## src/core/xoc_pkg.sv

```systemverilog
package xoc_pkg;

	// ==========================================================
	// Register map (byte addresses)
	localparam logic [11:0] XOC_STATUS_OFS  = 12'h00c;
	localparam logic [11:0] XOC_CTRL_OFS    = 12'h010;
	localparam int          XOC_ADDR_W      = 12;

	// ==========================================================
	// Control register layout
	localparam logic [15:0] XOC_CTRL_RESET  = 16'h0080;
	localparam logic [15:0] XOC_CTRL_WMASK  = 16'hffde;
	localparam int          XOC_STARTUP_LSB = 12;
	localparam int          XOC_AUTO_AMP    = 11;
	localparam int          XOC_GAIN_LSB    = 8;
	localparam int          XOC_ON_REQUEST  = 7;
	localparam int          XOC_RUN_STANDBY = 6;
	localparam int          XOC_SWITCH_BACK = 4;
	localparam int          XOC_DETECT_EN   = 3;
	localparam int          XOC_XTAL_SEL    = 2;
	localparam int          XOC_ENABLE      = 1;
	localparam logic [2:0]  XOC_GAIN_MAX    = 3'h4;

	// ==========================================================
	// Status register layout
	localparam int XOC_ST_RATIO_DONE = 11;
	localparam int XOC_ST_LOCK_TO    = 10;
	localparam int XOC_ST_LOCK_FALL  = 9;
	localparam int XOC_ST_LOCK_RISE  = 8;
	localparam int XOC_ST_RC48_RDY   = 4;
	localparam int XOC_ST_SWITCHED   = 2;
	localparam int XOC_ST_FAIL       = 1;
	localparam int XOC_ST_READY      = 0;

	// ==========================================================
	// Timing
	localparam int XOC_CLK_PERIOD_NS  = 10;
	localparam int XOC_CFD_TIMEOUT_NS = 1000;
	localparam int XOC_CFD_TIMEOUT_CYC = (XOC_CFD_TIMEOUT_NS / XOC_CLK_PERIOD_NS < 1) ? 1 :
		XOC_CFD_TIMEOUT_NS / XOC_CLK_PERIOD_NS;
	localparam logic [1:0] XOC_OSC_WAIT_EDGES = 2'h3;

	// ==========================================================
	// Bus answers
	localparam logic [1:0] XOC_RESP_OKAY   = 2'h0;
	localparam logic [1:0] XOC_RESP_SLVERR = 2'h2;

	typedef enum logic [1:0] {
		XOC_SU_IDLE  = 2'b00,
		XOC_SU_OSC   = 2'b01,
		XOC_SU_COUNT = 2'b10,
		XOC_SU_READY = 2'b11
	} xoc_su_state_e;

endpackage

```

## src/core/xoc_start_if.sv

```systemverilog
`timescale 1ns/1ns
`default_nettype none
interface xoc_start_if;
	logic       run;
	logic       osc_edge;
	logic       ulp_tick;
	logic [3:0] startup_sel;
	logic       ready;

	modport ctrl (output run, output osc_edge, output ulp_tick, output startup_sel, input ready);
	modport cnt  (input run, input osc_edge, input ulp_tick, input startup_sel, output ready);
endinterface
`default_nettype wire

```

## src/core/xoc_startup.sv

```systemverilog
`timescale 1ns/1ns
`default_nettype none
module xoc_startup
	import xoc_pkg::*;
(
	// Clock and reset
	input wire logic aclk,
	input wire logic aresetn,
	// Link to controller
	xoc_start_if.cnt su
);

	xoc_su_state_e state;
	logic [1:0]    osc_cnt;
	logic [15:0]   ulp_cnt;

	// ==========================================================
	// Start-up sequence: oscillator edges, then low-power ticks
	always_ff @(posedge aclk) begin
		if (!aresetn) begin
			state   <= XOC_SU_IDLE;
			osc_cnt <= 2'h0;
			ulp_cnt <= 16'h0000;
		end else if (!su.run) begin
			state   <= XOC_SU_IDLE;
			osc_cnt <= 2'h0;
			ulp_cnt <= 16'h0000;
		end else begin
			case (state)
				XOC_SU_IDLE: begin
					state <= XOC_SU_OSC;
				end
				XOC_SU_OSC: begin
					if (su.osc_edge) begin
						osc_cnt <= osc_cnt + 2'h1;
						if (osc_cnt == XOC_OSC_WAIT_EDGES - 2'h1) begin
							state <= XOC_SU_COUNT;
						end
					end
				end
				XOC_SU_COUNT: begin
					if (su.ulp_tick) begin
						ulp_cnt <= ulp_cnt + 16'h0001;
						if (ulp_cnt == 16'((17'h1 << su.startup_sel) - 17'h1)) begin
							state <= XOC_SU_READY;
						end
					end
				end
				XOC_SU_READY: begin
					state <= XOC_SU_READY;
				end
				default: begin
					state <= XOC_SU_IDLE;
				end
			endcase
		end
	end

	assign su.ready = (state == XOC_SU_READY);

	a_ready_after_osc: assert property (@(posedge aclk) disable iff (!aresetn)
		(state == XOC_SU_OSC) ##1 (state == XOC_SU_COUNT) |-> $past(osc_cnt) == 2'h2)
		else $error("start-up count began before three oscillator edges");
	a_ready_needs_run: assert property (@(posedge aclk) disable iff (!aresetn)
		$rose(su.ready) |-> $past(su.run) && $past(su.ulp_tick))
		else $error("ready rose without a low-power tick");

endmodule
`default_nettype wire

```

## src/core/xoc_ctrl.sv

```systemverilog
// Chosen here: the AXI4-Lite register port.
`timescale 1ns/1ns
`default_nettype none
module xoc_ctrl
	import xoc_pkg::*;
#(
	parameter int CFD_CNT_W = 16
) (
	// Clock and reset
	input  wire logic        aclk,
	input  wire logic        aresetn,
	// AXI4-Lite write address and data
	input  wire logic [11:0] s_axi_awaddr,
	input  wire logic        s_axi_awvalid,
	output logic             s_axi_awready,
	input  wire logic [31:0] s_axi_wdata,
	input  wire logic [3:0]  s_axi_wstrb,
	input  wire logic        s_axi_wvalid,
	output logic             s_axi_wready,
	// AXI4-Lite write response
	output logic [1:0]       s_axi_bresp,
	output logic             s_axi_bvalid,
	input  wire logic        s_axi_bready,
	// AXI4-Lite read
	input  wire logic [11:0] s_axi_araddr,
	input  wire logic        s_axi_arvalid,
	output logic             s_axi_arready,
	output logic [31:0]      s_axi_rdata,
	output logic [1:0]       s_axi_rresp,
	output logic             s_axi_rvalid,
	input  wire logic        s_axi_rready,
	// Oscillator side
	input  wire logic        osc_clk_level,
	input  wire logic        ulp_32k_level,
	input  wire logic        periph_clk_request,
	input  wire logic        standby_sleep,
	output logic             osc_run,
	output logic             crystal_mode_select,
	output logic [2:0]       osc_gain,
	output logic             auto_amplitude_control,
	output logic             safe_clock_select,
	output logic             crystal_ready,
	// Neighbour status
	input  wire logic        internal_48mhz_ready,
	input  wire logic        pll_lock,
	input  wire logic        pll_lock_timeout,
	input  wire logic        pll_ratio_update_done
);

	xoc_start_if su ();

	logic [15:0]          ctrl;
	logic [31:0]          status;
	logic                 osc_prev;
	logic                 ulp_prev;
	logic                 osc_edge;
	logic                 next_run;
	logic                 fail;
	logic                 switched;
	logic [CFD_CNT_W-1:0] cfd_cnt;
	logic                 lock_prev;
	logic                 lock_rise_seen;
	logic                 lock_fall_seen;
	logic                 rc48_rdy;
	logic                 pll_to;
	logic                 pll_ratio;
	logic                 aw_got;
	logic                 w_got;
	logic [11:0]          aw_addr;
	logic [31:0]          w_data;
	logic [3:0]           w_strb;
	logic                 do_write;
	logic                 swb_done;

	function automatic logic [11:0] word_addr(input logic [11:0] a);
		return {a[11:2], 2'b00};
	endfunction

	// ==========================================================
	// Edge detection on sampled oscillator levels
	always_ff @(posedge aclk) begin
		if (!aresetn) begin
			osc_prev <= 1'b0;
			ulp_prev <= 1'b0;
		end else begin
			osc_prev <= osc_clk_level;
			ulp_prev <= ulp_32k_level;
		end
	end

	assign osc_edge = osc_clk_level & ~osc_prev;

	// ==========================================================
	// Run policy
	always_comb begin
		if (!ctrl[XOC_ENABLE]) begin
			next_run = 1'b0;
		end else if (ctrl[XOC_ON_REQUEST]) begin
			next_run = periph_clk_request;
		end else if (standby_sleep) begin
			next_run = ctrl[XOC_RUN_STANDBY] | periph_clk_request;
		end else begin
			next_run = 1'b1;
		end
	end

	always_ff @(posedge aclk) begin
		if (!aresetn) begin
			osc_run <= 1'b0;
		end else begin
			osc_run <= next_run;
		end
	end

	// ==========================================================
	// Start-up counter
	assign su.run         = osc_run;
	assign su.osc_edge    = osc_edge;
	assign su.ulp_tick    = ulp_32k_level & ~ulp_prev;
	assign su.startup_sel = ctrl[XOC_STARTUP_LSB +: 4];

	xoc_startup u_startup (
		.aclk    (aclk),
		.aresetn (aresetn),
		.su      (su)
	);

	// ==========================================================
	// Pad and analog controls
	always_ff @(posedge aclk) begin
		if (!aresetn) begin
			crystal_mode_select    <= 1'b0;
			osc_gain               <= 3'h0;
			auto_amplitude_control <= 1'b0;
			crystal_ready          <= 1'b0;
		end else begin
			crystal_mode_select    <= ctrl[XOC_XTAL_SEL];
			osc_gain               <= ctrl[XOC_GAIN_LSB +: 3];
			auto_amplitude_control <= ctrl[XOC_AUTO_AMP] & su.ready;
			crystal_ready          <= su.ready;
		end
	end

	// ==========================================================
	// Clock failure detector
	always_ff @(posedge aclk) begin
		if (!aresetn) begin
			cfd_cnt  <= '0;
			fail     <= 1'b0;
			switched <= 1'b0;
			swb_done <= 1'b0;
		end else begin
			swb_done <= 1'b0;
			if (!ctrl[XOC_DETECT_EN] || !osc_run) begin
				cfd_cnt <= '0;
				fail    <= 1'b0;
			end else if (osc_edge) begin
				cfd_cnt <= '0;
				fail    <= 1'b0;
				if (switched && ctrl[XOC_SWITCH_BACK]) begin
					switched <= 1'b0;
					swb_done <= 1'b1;
				end
			end else if (cfd_cnt >= CFD_CNT_W'(XOC_CFD_TIMEOUT_CYC - 1)) begin
				fail     <= 1'b1;
				switched <= 1'b1;
			end else begin
				cfd_cnt <= cfd_cnt + 1'b1;
			end
		end
	end

	always_ff @(posedge aclk) begin
		if (!aresetn) begin
			safe_clock_select <= 1'b0;
		end else begin
			safe_clock_select <= switched;
		end
	end

	// ==========================================================
	// Neighbour status capture
	always_ff @(posedge aclk) begin
		if (!aresetn) begin
			lock_prev      <= 1'b0;
			lock_rise_seen <= 1'b0;
			lock_fall_seen <= 1'b0;
			rc48_rdy       <= 1'b0;
			pll_to         <= 1'b0;
			pll_ratio      <= 1'b0;
		end else begin
			lock_prev <= pll_lock;
			if (pll_lock && !lock_prev) begin
				lock_rise_seen <= 1'b1;
				lock_fall_seen <= 1'b0;
			end else if (!pll_lock && lock_prev) begin
				lock_rise_seen <= 1'b0;
				lock_fall_seen <= 1'b1;
			end
			rc48_rdy  <= internal_48mhz_ready;
			pll_to    <= pll_lock_timeout;
			pll_ratio <= pll_ratio_update_done;
		end
	end

	always_comb begin
		status                    = 32'h0000_0000;
		status[XOC_ST_RATIO_DONE] = pll_ratio;
		status[XOC_ST_LOCK_TO]    = pll_to;
		status[XOC_ST_LOCK_FALL]  = lock_fall_seen;
		status[XOC_ST_LOCK_RISE]  = lock_rise_seen;
		status[XOC_ST_RC48_RDY]   = rc48_rdy;
		status[XOC_ST_SWITCHED]   = switched;
		status[XOC_ST_FAIL]       = fail;
		status[XOC_ST_READY]      = su.ready;
	end

	// ==========================================================
	// AXI4-Lite write channel
	assign do_write = aw_got && w_got && !s_axi_bvalid;

	always_ff @(posedge aclk) begin
		if (!aresetn) begin
			aw_got        <= 1'b0;
			w_got         <= 1'b0;
			aw_addr       <= 12'h000;
			w_data        <= 32'h0000_0000;
			w_strb        <= 4'h0;
			s_axi_awready <= 1'b0;
			s_axi_wready  <= 1'b0;
			s_axi_bvalid  <= 1'b0;
			s_axi_bresp   <= XOC_RESP_OKAY;
		end else begin
			if (s_axi_awvalid && s_axi_awready) begin
				aw_got        <= 1'b1;
				aw_addr       <= s_axi_awaddr;
				s_axi_awready <= 1'b0;
			end else if (!aw_got && !s_axi_bvalid) begin
				s_axi_awready <= 1'b1;
			end
			if (s_axi_wvalid && s_axi_wready) begin
				w_got        <= 1'b1;
				w_data       <= s_axi_wdata;
				w_strb       <= s_axi_wstrb;
				s_axi_wready <= 1'b0;
			end else if (!w_got && !s_axi_bvalid) begin
				s_axi_wready <= 1'b1;
			end
			if (do_write) begin
				s_axi_bvalid <= 1'b1;
				s_axi_bresp  <= (word_addr(aw_addr) == XOC_CTRL_OFS ||
					word_addr(aw_addr) == XOC_STATUS_OFS) ? XOC_RESP_OKAY : XOC_RESP_SLVERR;
			end else if (s_axi_bvalid && s_axi_bready) begin
				s_axi_bvalid <= 1'b0;
				aw_got       <= 1'b0;
				w_got        <= 1'b0;
			end
		end
	end

	// ==========================================================
	// Control register
	always_ff @(posedge aclk) begin
		if (!aresetn) begin
			ctrl <= XOC_CTRL_RESET;
		end else begin
			if (do_write && word_addr(aw_addr) == XOC_CTRL_OFS) begin
				if (w_strb[0]) begin
					ctrl[7:0] <= w_data[7:0] & XOC_CTRL_WMASK[7:0];
				end
				if (w_strb[1]) begin
					ctrl[15:11] <= w_data[15:11];
					if (w_data[10:8] <= XOC_GAIN_MAX) begin
						ctrl[10:8] <= w_data[10:8];
					end
				end
			end
			if (swb_done) begin
				ctrl[XOC_SWITCH_BACK] <= 1'b0;
			end
		end
	end

	// ==========================================================
	// AXI4-Lite read channel
	always_ff @(posedge aclk) begin
		if (!aresetn) begin
			s_axi_arready <= 1'b0;
			s_axi_rvalid  <= 1'b0;
			s_axi_rdata   <= 32'h0000_0000;
			s_axi_rresp   <= XOC_RESP_OKAY;
		end else begin
			if (s_axi_arvalid && s_axi_arready) begin
				s_axi_arready <= 1'b0;
				s_axi_rvalid  <= 1'b1;
				if (word_addr(s_axi_araddr) == XOC_CTRL_OFS) begin
					s_axi_rdata <= {16'h0000, ctrl};
					s_axi_rresp <= XOC_RESP_OKAY;
				end else if (word_addr(s_axi_araddr) == XOC_STATUS_OFS) begin
					s_axi_rdata <= status;
					s_axi_rresp <= XOC_RESP_OKAY;
				end else begin
					s_axi_rdata <= 32'h0000_0000;
					s_axi_rresp <= XOC_RESP_SLVERR;
				end
			end else if (s_axi_rvalid && s_axi_rready) begin
				s_axi_rvalid <= 1'b0;
			end else if (!s_axi_rvalid) begin
				s_axi_arready <= 1'b1;
			end
		end
	end

	// ==========================================================
	// Checks
	a_ctrl_reset: assert property (@(posedge aclk)
		$rose(aresetn) |-> ctrl == XOC_CTRL_RESET)
		else $error("control register not at reset value");
	a_run_off_disabled: assert property (@(posedge aclk) disable iff (!aresetn)
		!ctrl[XOC_ENABLE] |=> !osc_run)
		else $error("oscillator runs while disabled");
	a_run_on_request: assert property (@(posedge aclk) disable iff (!aresetn)
		ctrl[XOC_ENABLE] && ctrl[XOC_ON_REQUEST] |=> osc_run == $past(periph_clk_request))
		else $error("on-request run does not follow request");
	a_standby_stop: assert property (@(posedge aclk) disable iff (!aresetn)
		standby_sleep && !ctrl[XOC_RUN_STANDBY] && !periph_clk_request |=> !osc_run)
		else $error("oscillator runs in standby without request");
	a_gain_legal: assert property (@(posedge aclk) disable iff (!aresetn)
		ctrl[10:8] <= XOC_GAIN_MAX)
		else $error("reserved gain code stored");
	a_fail_switch: assert property (@(posedge aclk) disable iff (!aresetn)
		$rose(fail) |-> switched ##1 safe_clock_select)
		else $error("failure without safe clock switch");
	a_fail_needs_cfd: assert property (@(posedge aclk) disable iff (!aresetn)
		$rose(fail) |-> $past(ctrl[XOC_DETECT_EN]))
		else $error("failure flagged while detector disabled");
	a_swb_clears: assert property (@(posedge aclk) disable iff (!aresetn)
		$fell(switched) |-> ##1 !ctrl[XOC_SWITCH_BACK])
		else $error("switch-back bit not cleared after return");
	a_bresp_hold: assert property (@(posedge aclk) disable iff (!aresetn)
		s_axi_bvalid && !s_axi_bready |=> s_axi_bvalid && $stable(s_axi_bresp))
		else $error("write response dropped before taken");

endmodule
`default_nettype wire

```

## config.mk

```make
export PLATFORM = sky130hd
export DESIGN_NAME = xoc_ctrl
export DESIGN_NICKNAME = d
export VERILOG_FILES = /design/src/core/xoc_pkg.sv /design/src/core/xoc_start_if.sv /design/src/core/xoc_startup.sv /design/src/core/xoc_ctrl.sv
export SDC_FILE = /design/constraint.sdc
export NUM_CORES = 1
export LEC_CHECK = 0
export BUFFER_PORTS_ARGS = -buffer_cell sky130_fd_sc_hd__buf_2
export CORE_UTILIZATION = 47
export CTS_CLUSTER_DIAMETER = 40
export DETAILED_ROUTE_END_ITERATION = 6
export PLACE_DENSITY = 0.67
export SYNTH_ARGS = -nofsm -noshare
export SYNTH_HDL_FRONTEND = slang
export SYNTH_SLANG_ARGS = --single-unit
```

## constraint.sdc

```tcl
create_clock -name aclk -period 3.23 [get_ports aclk]
set_input_delay 0 -clock aclk [delete_from_list [all_inputs] [get_ports aclk]]
set_output_delay 0 -clock aclk [all_outputs]
set_load 0.02 [all_outputs]
```

After elaboration in Yosys (flattened, before gate mapping)
Index checks and enable logic that the tools add are counted.
{"block": "word_totals", "n_memories": 0, "latchBits": 0, "mem_bits_rw": 0, "rom_bits": 0, "reg_bits": 142, "output_inout_bits": 49}
{"block": "op_classes", "bitwise": 11, "n_shift": 1, "n_eq_ne": 14, "mux": 28, "n_reduce_logical": 44, "magnitude_cmp": 2, "addsub": 4, "multipliers": 0, "div_mod_pow": 0}
{"cell": "adder 16 x 1 -> 16 bit, second input constant", "count": 2}
{"cell": "equality test 10 x 2 -> 1 bit, second input constant", "count": 2}
{"cell": "equality test 10 x 3 -> 1 bit, second input constant", "count": 2}
{"cell": "2-to-1 mux 1 bit", "count": 18}
{"cell": "equality test 16 bit", "count": 1}
{"cell": ">= comparator 16 x 7 -> 1 bit, second input constant", "count": 1}
{"cell": "2-to-1 mux 16 bit", "count": 1}
{"cell": "<< shifter 1 x 4 -> 16 bit, first input constant", "count": 1}
{"cell": "subtractor 16 x 1 -> 16 bit, second input constant", "count": 1}
{"cell": "2-to-1 mux 2 bit", "count": 7}
{"cell": "AND reduction 2 bit", "count": 7}
{"cell": "logical AND 1 bit", "count": 13}
{"cell": "2-to-1 mux 12 bit", "count": 1}
{"cell": "OR reduction 2 bit", "count": 5}
{"cell": "one-hot mux 2 bit (4 select lines)", "count": 1}
{"cell": "nonzero test 2 bit", "count": 4}
{"cell": "logical NOT 1 bit", "count": 7}
{"cell": "NOT 1 bit", "count": 7}
{"cell": "equality test 2 bit, second input constant", "count": 3}
{"cell": "!= test 2 x 1 -> 1 bit, second input constant", "count": 3}
{"cell": "AND reduction 3 bit", "count": 2}
{"cell": "OR reduction 3 bit", "count": 2}
{"cell": "!= test 2 bit, second input constant", "count": 2}
{"cell": "AND reduction 4 bit", "count": 1}
{"cell": "other kinds (7)", "count": 10}

Longest topological paths before layout
Gate-level depths: netlist of run 1.
{"block": "depth", "depth_word": 6, "mapped_depth": 14}

By module
From an unflattened synthesis of run 1, not the netlist that was laid out.
{"block": "unflattened", "cells_unflattened": 601, "hier_area_um2": 5149.9}
{"mod": "xoc_ctrl", "instances": 1, "seq_area_each_um2": 1981.9, "area_per_inst_um2": 3818.7, "cells_each": 431}
{"mod": "xoc_startup", "instances": 1, "seq_area_each_um2": 400.4, "area_per_inst_um2": 1331.3, "cells_each": 170}

Worst setup path after synthesis of run 1
OpenSTA, ideal clock, no wires.
{"block": "synth_timing", "path_kind": "register to register", "start": "register ctrl[15]", "end": "register u_startup.state[0]", "synth_period_minus_slack_ps": 2531, "setup_time_ps": 69, "n_path_buf": 4, "path_slack_ps": 699, "t_arrival_ps": 2462, "stages_incl_launch_ff": 14, "path_cell_list": "dfxtp_1 buf_4 buf_2 buf_2 nor3_1 nand2_1 ha_1 buf_4 nor3_1 mux2_2 a22oi_2 xnor2_1 or4_1 o21ai_1"}
{"block": "synth_between", "elab_chain_cells": 5}
{"element": "start, declared", "line": "xoc_ctrl.sv:52", "text": "logic [15:0] ctrl;"}
{"element": "start signal, assigned", "line": "xoc_ctrl.sv:272", "text": "ctrl[15:11] <= w_data[15:11];"}
{"element": "<< shifter 1 x 4 -> 16 bit", "line": "xoc_startup.sv:44", "text": "if (ulp_cnt == 16'((17'h1 << su.startup_sel) - 17'h1)) begin"}
{"element": "subtractor 16 x 1 -> 16 bit", "line": "xoc_startup.sv:44"}
{"element": "equality test 16 bit", "line": "xoc_startup.sv:44"}
{"element": "!= test 2 x 1 -> 1 bit (no line)"}
{"element": "AND reduction 4 bit (no line)"}
{"element": "end signal, assigned", "line": "xoc_startup.sv:45", "text": "state <= XOC_SU_READY;"}
{"element": "end signal, assigned", "line": "xoc_startup.sv:50", "text": "state <= XOC_SU_READY;"}
{"element": "end signal, assigned", "line": "xoc_startup.sv:53", "text": "state <= XOC_SU_IDLE;"}
{"element": "end, declared", "line": "xoc_startup.sv:13", "text": "xoc_su_state_e state;"}
No other way between the ends.
A chain may end at the register's enable or synchronous reset.

Worst setup path after layout of run 1
Same ends and word-level chain as after synthesis.

==> flow_summary_export.csv, run 1 <==
group,metric,value,unit
status,status,"completed",
placement,place_ws,0.545,ns
floorplanning,chipHeight,108,um
timing,clock.fmax,372,MHz
power,p_clk_frac,0.515,
cells_and_area,drive_gt1_frac,0.181,
timing,rsz0062_at_grt,"no",
setup_path,cp_cell_sequence,"nor3_1, nand2_1, ha_1, nor3b_1, a31oi_1, o21ai_0, xor2_1, or4_1, o21ai_1",
power,p_sw_frac,0.231,
setup_path,crit_start,"ctrl[15]",
power,powerDensity,531,nW/um2
timing,layout_setup_ws,0.543,ns
synthesis,synth_edf_count,0,
power,pwr-share-comb,0.060,
synthesis,syn_avg_cell_area,8.90,um2
clock_network,post-cts-setup-buffer-count,0,
power,p_leak,2.75,nW
setup_path,critPathRequiredTime,3.69,ns
clock_network,cts_tree,"built",
timing,worst_pin_slew,0.771,ns
clock_network,cts_root_buf,"clkbuf_8",
detailed_routing,firstDrtPassIters,4,
hold_path,hold_start,"aresetn",
hold_path,hold-path-cell-count,3,
setup_path,rr_worst_depth,9,
setup_path,cp_top_family,"simple AND/OR/NAND/NOR gates",
setup_path,start_kind,"register",
clock_network,htreeDepth,4,
cells_and_area,nNetsFinal,793,
synthesis,synthesis.instances,590,
synthesis,synth-main-ff-cell,"dfxtp_1",
setup_path,cp_slowest_stage_delay,0.60,ns
clock_network,path_clk_slew,0.06,ns
setup_path,cp-end-kind,"register",
placement,dp.cells,784,
clock_network,clock_path_buffers,2,
power,intPower,2.74,mW
detailed_routing,drc_errors,0,
setup_path,crit_path_top_delay_cell,"dfxtp_1",
detailed_routing,routed_via_density,5.19,
placement,portBuffers,80,
setup_path,reg2reg_from,"ctrl[15]",
flow_run,drv_cap,0,
detailed_routing,final_antenna_net_count,0,
hold_path,min_path_type,"input pin to register",
synthesis,ys_ff_latch,119,
detailed_routing,post_drt_wl_per_cell,13.9,um
grt,grt_max_degree,81,
setup_path,worst-path-max-fanout,17,
setup_path,crit_buf_inv,0,
timing,slew_headroom,0.484,
grt,grt_antenna_before_repair,0,
detailed_routing,vias,4493,
timing,setup_tns,0,ns
grt,gr-usage-all-layers,0.226,
cells_and_area,final_cell_area,6720,um2
floorplanning,io_pins,124,
detailed_routing,routed_wl,12.0,mm
setup_path,r2r-end,"u_startup.state[0]",
power,sequentialPowerShare,0.426,
synthesis,async_flop_share,0,
placement,dp_hpwl,7.77,mm
floorplanning,std_cell_rows,38,
setup_path,cp.arrival,3.15,ns
timing,finalCriticalPeriod,2.69,ns
timing,setup_viol,0,
synthesis,ys_seq_area_frac,0.454,
placement,placed_area,5650,um2
setup_path,crit_cells,9,
floorplanning,die_x,108,um
timing,whs,0.0689,ns
grt,grt_overflow_total,0,
cells_and_area,area_growth,28.1,%
cells_and_area,antenna_cells,0,
timing,hold_viol,0,
floorplanning,core-area,10800,um2
floorplanning,dieArea,11600,um2
placement,place_congestion,0.819,
power,vdd_drop_max,401,uV
synthesis,yosys_warnings,0,
clock_network,cts_made_buffers,17,
hold_path,min_delay_worst_endpoint,"ctrl[7]",
clock_network,post_cts_resized,0,
synthesis,syn_area,5250,um2
cells_and_area,fin_util,0.620,
timing,finClkSkew,0.0115,ns
grt,grt_pass1_wl,20.0,mm
power,p_sw,0.824,mW
clock_network,clk_latency,0.52,ns
cells_and_area,final_cells,865,
timing,finalMaxSlewViolations,0,
clock_network,cts_sinks,119,
timing,fin_crit_sh,0.832,
power,p_total,3.57,mW
floorplanning,start_util,0.484,
synthesis,yosys.cell_types.count,63,
clock_network,ctsHoldBuffers,49,
setup_path,reg2reg_slack,0.54,ns
grt,grt_pass1_vias,4280,
setup_path,crit_type,"register to register",
detailed_routing,first_iter_violations,234,
## power groups by stage
stage          Combinational (mW)  Clock [mW]  Sequential (mW)
5_1_grt                     0.236        1.94             1.52
4_1_cts                     0.211        1.87             1.52
3_3_place_gp                0.164           0             1.55
6_report                    0.214        1.84             1.52
3_5_place_dp                0.167           0             1.55
2_1_floorplan               0.121           0             1.55
## sequential cells by signal (all words and copies together) (netlist names), 2 cells and up
register / count
aw_addr: 10
cfd_cnt: 16
u_startup.osc_cnt: 2
ctrl: 14
u_startup.ulp_cnt: 16
osc_gain: 3
s_axi_rdata: 15
w_data: 14
w_strb: 2
u_startup.state: 2
## tightest hold or removal path, stage by stage
cell	delay [ns]
buf_2	0.11
buf_4	0.32
nand2_1	0.12
## cell usage after synthesis (3+ instances only)
| library cell | n | area, um2 |
|---|---|---|
| buf_2 | 8 | 40.0 |
| a31oi_1 | 3 | 18.8 |
| nand4_1 | 9 | 56.3 |
| nand2b_1 | 3 | 18.8 |
| buf_4 | 21 | 158 |
| nor4_1 | 5 | 31.3 |
| mux2i_1 | 14 | 140 |
| and2_1 | 37 | 231 |
| ha_1 | 6 | 75.1 |
| nor3_1 | 11 | 55.1 |
| a21oi_1 | 11 | 55.1 |
| o21a_1 | 4 | 30.0 |
| a22oi_1 | 15 | 113 |
| clkbuf_1 | 18 | 67.6 |
| o21ai_1 | 3 | 15.0 |
| dfxtp_1 | 119 | 2380 |
| nor3b_1 | 3 | 22.5 |
| and3_1 | 6 | 37.5 |
| o21ai_0 | 25 | 125 |
| nor2_1 | 37 | 139 |
| xnor2_1 | 12 | 105 |
| a21boi_0 | 31 | 233 |
| nand2_1 | 91 | 342 |
| nand3_1 | 5 | 25.0 |
| inv_1 | 7 | 26.3 |
| nor2b_1 | 24 | 150 |
| or3_1 | 7 | 43.8 |
| a211oi_1 | 4 | 30.0 |
| xor2_1 | 11 | 96.3 |
## cell usage in the layout (no fill, tap or decap), types with 3 or more instances in the layout
| cell type | n |
|---|---|
| a211oi_1 | 4 |
| a21boi_0 | 31 |
| a21oi_1 | 11 |
| a22oi_1 | 15 |
| a31oi_1 | 3 |
| and2_1 | 37 |
| and3_1 | 6 |
| buf_2 | 80 |
| buf_4 | 4 |
| clkbuf_16 | 16 |
| clkbuf_8 | 3 |
| clkinv_4 | 4 |
| clkinvlp_4 | 3 |
| conb_1 | 19 |
| dfxtp_1 | 119 |
| dlygate4sd3_1 | 49 |
| ha_1 | 6 |
| inv_1 | 7 |
| mux2i_1 | 14 |
| nand2_1 | 91 |
| nand2b_1 | 3 |
| nand3_1 | 5 |
| nand4_1 | 9 |
| nor2_1 | 37 |
| nor2b_1 | 24 |
| nor3_1 | 11 |
| nor3b_1 | 3 |
| nor4_1 | 5 |
| o21a_1 | 4 |
| o21ai_0 | 25 |
| o21ai_1 | 3 |
| or3_1 | 7 |
| xnor2_1 | 12 |
| xor2_1 | 11 |
## worst max-delay path by stage
stage                                     to  slack, ns
final                     u_startup.state[0]       0.54
after global routing      u_startup.state[0]       0.24
after CTS                 u_startup.state[0]       0.54
after detailed placement  u_startup.state[0]       0.55
after global placement    u_startup.state[0]       0.62
after floorplan           u_startup.state[0]       0.70
## cell type report
cell class              count  area, um2
inverters                   7       26.3
multi-input cells         434       2630
clock buffers              19        442
clock inverters            13        145
fillers                   902       4120
flip-flops and latches    119       2380
repair buffers            133        921
well taps                 140        175
## logic make-up (layout without fill, tap and decap cells)
family                     Yosys count  after routing  synth area share
DFF                                119            119             0.454
other                                1             19          0.000714
adders and majority gates            6              6            0.0143
muxes                               15             15            0.0288
and+or+nand+nor                    257            257             0.255
AOI/OAI and AO/OA                  114            114             0.151
buffers and inverters               55            172            0.0577
xor gates and xnor gates            23             23            0.0384
## metal layers
layer / vias to the layer above / GRT usage / share of wire
met5: - / 0 / 0
met2: 118 / 0.381 / 0.51
met3: 25 / 0.0684 / 0.040
met1: 2121 / 0.264 / 0.43
li1: 2229 / - / -
met4: 0 / 0.101 / 0.022
Power figures use the tool's default switching activity.
==> run 2, diff against run 1 <==
==> constraint.sdc (replaced) <==
create_clock -name aclk -period 2.7 [get_ports aclk]
set_input_delay 0 -clock aclk [delete_from_list [all_inputs] [get_ports aclk]]
set_output_delay 0 -clock aclk [all_outputs]
set_load 0.02 [all_outputs]
==> run 2 against run 1 <==
Net effect:
- cell area is 1.3% higher
- non-clock buffer count is 10 higher
- critical path type unchanged
- clock power is 20% higher
- highest routed layer unchanged
- first-iteration DRC count is 11% lower
- wire length is 0.44% lower
- die area stayed put
==> flow_summary_export.csv, run 2 (synthesis gave the netlist of run 1 again) <==
group,metric,value,unit
detailed_routing,final_antenna_net_count,0,
timing,setup_tns,0,ns
power,p_sw,1.03,mW
timing,finalCriticalPeriod,2.45,ns
cells_and_area,final_common_cell,"dfxtp_1",
floorplanning,die_x,108,um
cells_and_area,mostFrequentLayoutCells,"dfxtp_1, nand2_1, buf_2, dlygate4sd3_1, and2_1",
cells_and_area,multiInputGateArea,2630,um2
status,status,"completed",
power,p_total,4.29,mW
clock_network,clk_latency,0.52,ns
power,intPower,3.26,mW
cells_and_area,nNetsFinal,803,
power,p_clk_frac,0.515,
power,p_leak,2.81,nW
placement,place_congestion,0.839,
timing,setup_viol,0,
floorplanning,dieArea,11600,um2
floorplanning,std_cell_rows,38,
setup_path,crit_type,"register to register",
clock_network,cts_sinks,119,
timing,finalMaxSlewViolations,0,
cells_and_area,drive_gt1_frac,0.182,
power,pwr-share-comb,0.061,
cells_and_area,regArea,2380,um2
clock_network,path_clk_slew,0.06,ns
power,powerDensity,629,nW/um2
detailed_routing,firstDrtPassIters,5,
power,vdd_drop_max,378,uV
floorplanning,chipHeight,108,um
timing,clock.fmax,408,MHz
clock_network,htreeDepth,4,
timing,hold_viol,0,
timing,worst_pin_slew,0.727,ns
detailed_routing,first_iter_violations,209,
clock_network,cts_root_buf,"clkbuf_8",
grt,grt_pass1_wl,19.9,mm
cells_and_area,area_growth,29.7,%
timing,rsz0062_at_grt,"no",
floorplanning,io_pins,124,
placement,portBuffers,80,
grt,grt_pass1_vias,4253,
clock_network,clock_path_buffers,2,
power,sequentialPowerShare,0.424,
power,p_sw_frac,0.240,
setup_path,cp-end-kind,"register",
detailed_routing,routed_wl,12.0,mm
cells_and_area,fin_util,0.628,
floorplanning,core-area,10800,um2
timing,slew_headroom,0.513,
flow_run,drv_cap,0,
cells_and_area,antenna_cells,0,
cells_and_area,top_regs,"cfd_cnt x16, u_startup.ulp_cnt x16, s_axi_rdata x15",
clock_network,cts_tree,"built",
setup_path,cp.arrival,2.89,ns
detailed_routing,drc_errors,0,
setup_path,critPathRequiredTime,3.14,ns
grt,grt_max_degree,56,
cells_and_area,fillerInstances,902,
hold_path,min_path_type,"input pin to register",
floorplanning,start_util,0.484,
grt,gr-usage-all-layers,0.221,
grt,grt_overflow_total,0,
detailed_routing,post_drt_wl_per_cell,13.7,um
detailed_routing,vias,4474,
timing,fin_crit_sh,0.908,
placement,dp_hpwl,7.79,mm
setup_path,worst-path-max-fanout,11,
timing,finClkSkew,0.00909,ns
detailed_routing,routed_via_density,5.11,
grt,grt_antenna_before_repair,0,
setup_path,start_kind,"register",
clock_network,cts_made_buffers,17,
-- run 2: cell types whose count changed in the layout (fill, tap and decap cells not counted), sizes merged --
cell | before | now
clkinv | 6 | 3
dlygate4sd3 | 49 | 56
buf | 84 | 87
clkbuf | 19 | 18
inv | 9 | 14
clkinvlp | 3 | 2
-- run 2: what timing repair did --
item	CTS	global route
hold buffers	56	0
setup buffers	0	0
gates resized for setup	0	1
endpoints found under the setup margin	0	1
endpoints found under the hold margin	52	0
-- run 2: layout make-up --
class | count | area share
clock inverters | 14 | 0.0237
clock buffers | 18 | 0.0614
well taps | 140 | 0.0257
repair buffers | 143 | 0.149
multi-input cells | 434 | 0.387
inverters | 7 | 0.00386
flip-flops and latches | 119 | 0.350
-- run 2: final timing paths --
kind                   start                 end  slack (ns)  cells after the start
max reg2reg         ctrl[13]  u_startup.state[0]        0.25                      9
max                 ctrl[13]  u_startup.state[0]        0.25                      9
min reg2reg         swb_done             ctrl[4]        0.39                      1
min          s_axi_araddr[4]      s_axi_rresp[1]        0.08                      4
-- run 2: power by group through the flow --
stage	clock (mW)	sequential, mW	combinational, mW
after floorplan	0	1.86	0.145
after global placement	0	1.85	0.195
after detailed placement	0	1.85	0.199
after CTS	2.24	1.81	0.260
after global routing	2.33	1.82	0.289
final	2.21	1.82	0.263
-- run 2: routing by layer --
metal | global-route usage | up-vias | wire, um
li1 | - | 2253 | -
met1 | 0.271 | 2104 | 5270
met2 | 0.380 | 106 | 6080
met3 | 0.0545 | 11 | 486
met4 | 0.0656 | 0 | 125
met5 | 0 | - | 0
-- run 2: through the flow --
stage / cell area [um2] / cells / hold slack [ns] / worst slack, ns
2_1_floorplan: 5320 / 608 / 0.122 / 0.169
4_1_cts: 6810 / 875 / 0.0503 / 0.186
3_5_place_dp: 5670 / 787 / 0.222 / 0.216
3_3_place_gp: 5670 / 787 / 0.212 / 0.293
5_1_grt: 6810 / 875 / 0.113 / 0.0572
6_report: 6810 / 875 / 0.0756 / 0.248
-- run 2: worst max-delay path, cell delays in order (launching register included) --
cell and delay, ns:
dfxtp_1 0.39, nor3_1 0.25, nand2_1 0.09, ha_1 0.31
buf_4 0.21, mux2_2 0.27, a22oi_2 0.13, xnor2_1 0.08
or4_1 0.51, o21ai_1 0.15
==> run 3, diff against run 2 <==
==> constraint.sdc (replaced) <==
create_clock -name aclk -period 2.7 [get_ports aclk]
set_input_delay 0.54 -clock aclk [delete_from_list [all_inputs] [get_ports aclk]]
set_output_delay 0.54 -clock aclk [all_outputs]
set_load 0.02 [all_outputs]
==> run 3 against run 2 <==
Net effect:
- flip-flop and latch count unchanged
- worst setup slack lost 0.062 ns
- global-route usage is 1.6 points lower
- critical endpoint unchanged
- wire length shrank 7.8%
- clock power is 10% lower
- power is 6.7% lower
- register-to-register slack got worse by 0.06 ns
- worst hold slack better by 0.16 ns
==> flow_summary_export.csv, run 3 (synthesis gave the netlist of run 1 again) <==
group,metric,value,unit
clock_network,ctsHoldBuffers,0,
clock_network,cts_tree,"built",
placement,place_congestion,0.856,
cells_and_area,area_growth,18.6,%
placement,portBuffers,80,
detailed_routing,drc_errors,0,
setup_path,crit_type,"register to register",
power,vdd_drop_max,411,uV
grt,grt_antenna_before_repair,1,
floorplanning,chipHeight,108,um
clock_network,clock_path_buffers,2,
hold_path,hold_start,"pll_lock_timeout",
hold_path,min_path_type,"input pin to register",
grt,grt_pass1_wl,18.3,mm
timing,clock.fmax,398,MHz
timing,slew_headroom,0.517,
setup_path,critPathRequiredTime,3.14,ns
grt,gr-usage-all-layers,0.205,
clock_network,post-cts-setup-buffer-count,0,
grt,grt_overflow_total,0,
timing,setup_viol,0,
clock_network,cts_root_buf,"clkbuf_8",
timing,hold_viol,0,
grt,grt_pass1_vias,4037,
cells_and_area,regArea,2380,um2
setup_path,cp-end-kind,"register",
floorplanning,io_pins,124,
clock_network,post_cts_resized,0,
detailed_routing,firstDrtPassIters,4,
timing,rsz0062_at_grt,"no",
detailed_routing,final_antenna_net_count,0,
detailed_routing,first_iter_violations,177,
timing,worst_pin_slew,0.721,ns
cells_and_area,fillerInstances,1008,
cells_and_area,fin_util,0.574,
flow_run,drv_cap,0,
cells_and_area,multiInputGateArea,2630,um2
cells_and_area,mostFrequentLayoutCells,"dfxtp_1, nand2_1, buf_2, nor2_1, and2_1",
clock_network,cts_sinks,119,
setup_path,start_kind,"register",
floorplanning,core-area,10800,um2
floorplanning,die_x,108,um
timing,finClkSkew,0.00790,ns
timing,finalMaxSlewViolations,0,
detailed_routing,vias,4255,
status,status,"completed",
clock_network,cts_made_buffers,17,
timing,setup_tns,0,ns
detailed_routing,routed_via_density,5.17,
power,powerDensity,642,nW/um2
cells_and_area,final_common_cell,"dfxtp_1",
detailed_routing,post_drt_wl_per_cell,13.4,um
setup_path,cp.arrival,2.96,ns
setup_path,worst-path-max-fanout,11,
timing,finalCriticalPeriod,2.51,ns
setup_path,crit_start,"ctrl[14]",
clock_network,htreeDepth,4,
placement,dp_hpwl,7.93,mm
cells_and_area,drive_gt1_frac,0.201,
floorplanning,start_util,0.484,
timing,fin_crit_sh,0.931,
cells_and_area,nNetsFinal,750,
detailed_routing,routed_wl,11.0,mm
clock_network,clk_latency,0.51,ns
floorplanning,std_cell_rows,38,
clock_network,path_clk_slew,0.06,ns
setup_path,reg2reg_from,"ctrl[14]",
floorplanning,dieArea,11600,um2
cells_and_area,top_regs,"cfd_cnt x16, u_startup.ulp_cnt x16, s_axi_rdata x15",
power,p_total,4.00,mW
grt,grt_max_degree,48,
power,p_leak,2.53,nW
-- run 3: metrics by stage --
| step | worst slack [ns] | hold slack (ns) | instance area, um2 | cells |
|---|---|---|---|---|
| detailed placement | 0.230 | 0.381 | 5690 | 790 |
| floorplan | 0.169 | 0.373 | 5320 | 608 |
| global placement | 0.276 | 0.382 | 5690 | 790 |
| finish | 0.185 | 0.240 | 6230 | 823 |
| global route | 0.0253 | 0.233 | 6230 | 823 |
| CTS | 0.209 | 0.218 | 6220 | 822 |
-- run 3: routing by layer --
metal	wire, um	part of all wire	GRT usage
met1	4870	0.44	0.236
met2	5470	0.50	0.350
met3	470	0.043	0.0569
met4	215	0.019	0.101
met5	0	0	0
-- run 3: final cells by class --
type	count	area share
multi-input cells	434	0.423
flip-flops and latches	119	0.383
repair buffers	90	0.0764
clock buffers	17	0.0665
well taps	140	0.0281
clock inverters	15	0.0193
inverters	7	0.00422
diodes	1	0.000402
-- run 3: worst paths after layout --
kind	slack, ns	cells after the start	endpoint
worst max-delay path	0.19	9	u_startup.state[0]
worst min-delay path	0.24	2	pll_to
worst max register to register	0.19	9	u_startup.state[0]
worst min register to register	0.39	1	ctrl[4]
-- run 3: critical path, cell delays in order (launching register included) --
cell	delay [ns]
dfxtp_1	0.37
nor2_1	0.28
nand2_1	0.11
ha_1	0.34
buf_4	0.21
mux2_2	0.27
a22oi_2	0.14
xnor2_1	0.09
or4_1	0.51
o21ai_1	0.14
-- run 3: where the power goes --
part / switching [mW] / internal (mW) / total, mW
logic: 0.118 / 0.0797 / 0.198
registers: 0.0227 / 1.79 / 1.82
clock network: 0.843 / 1.14 / 1.99
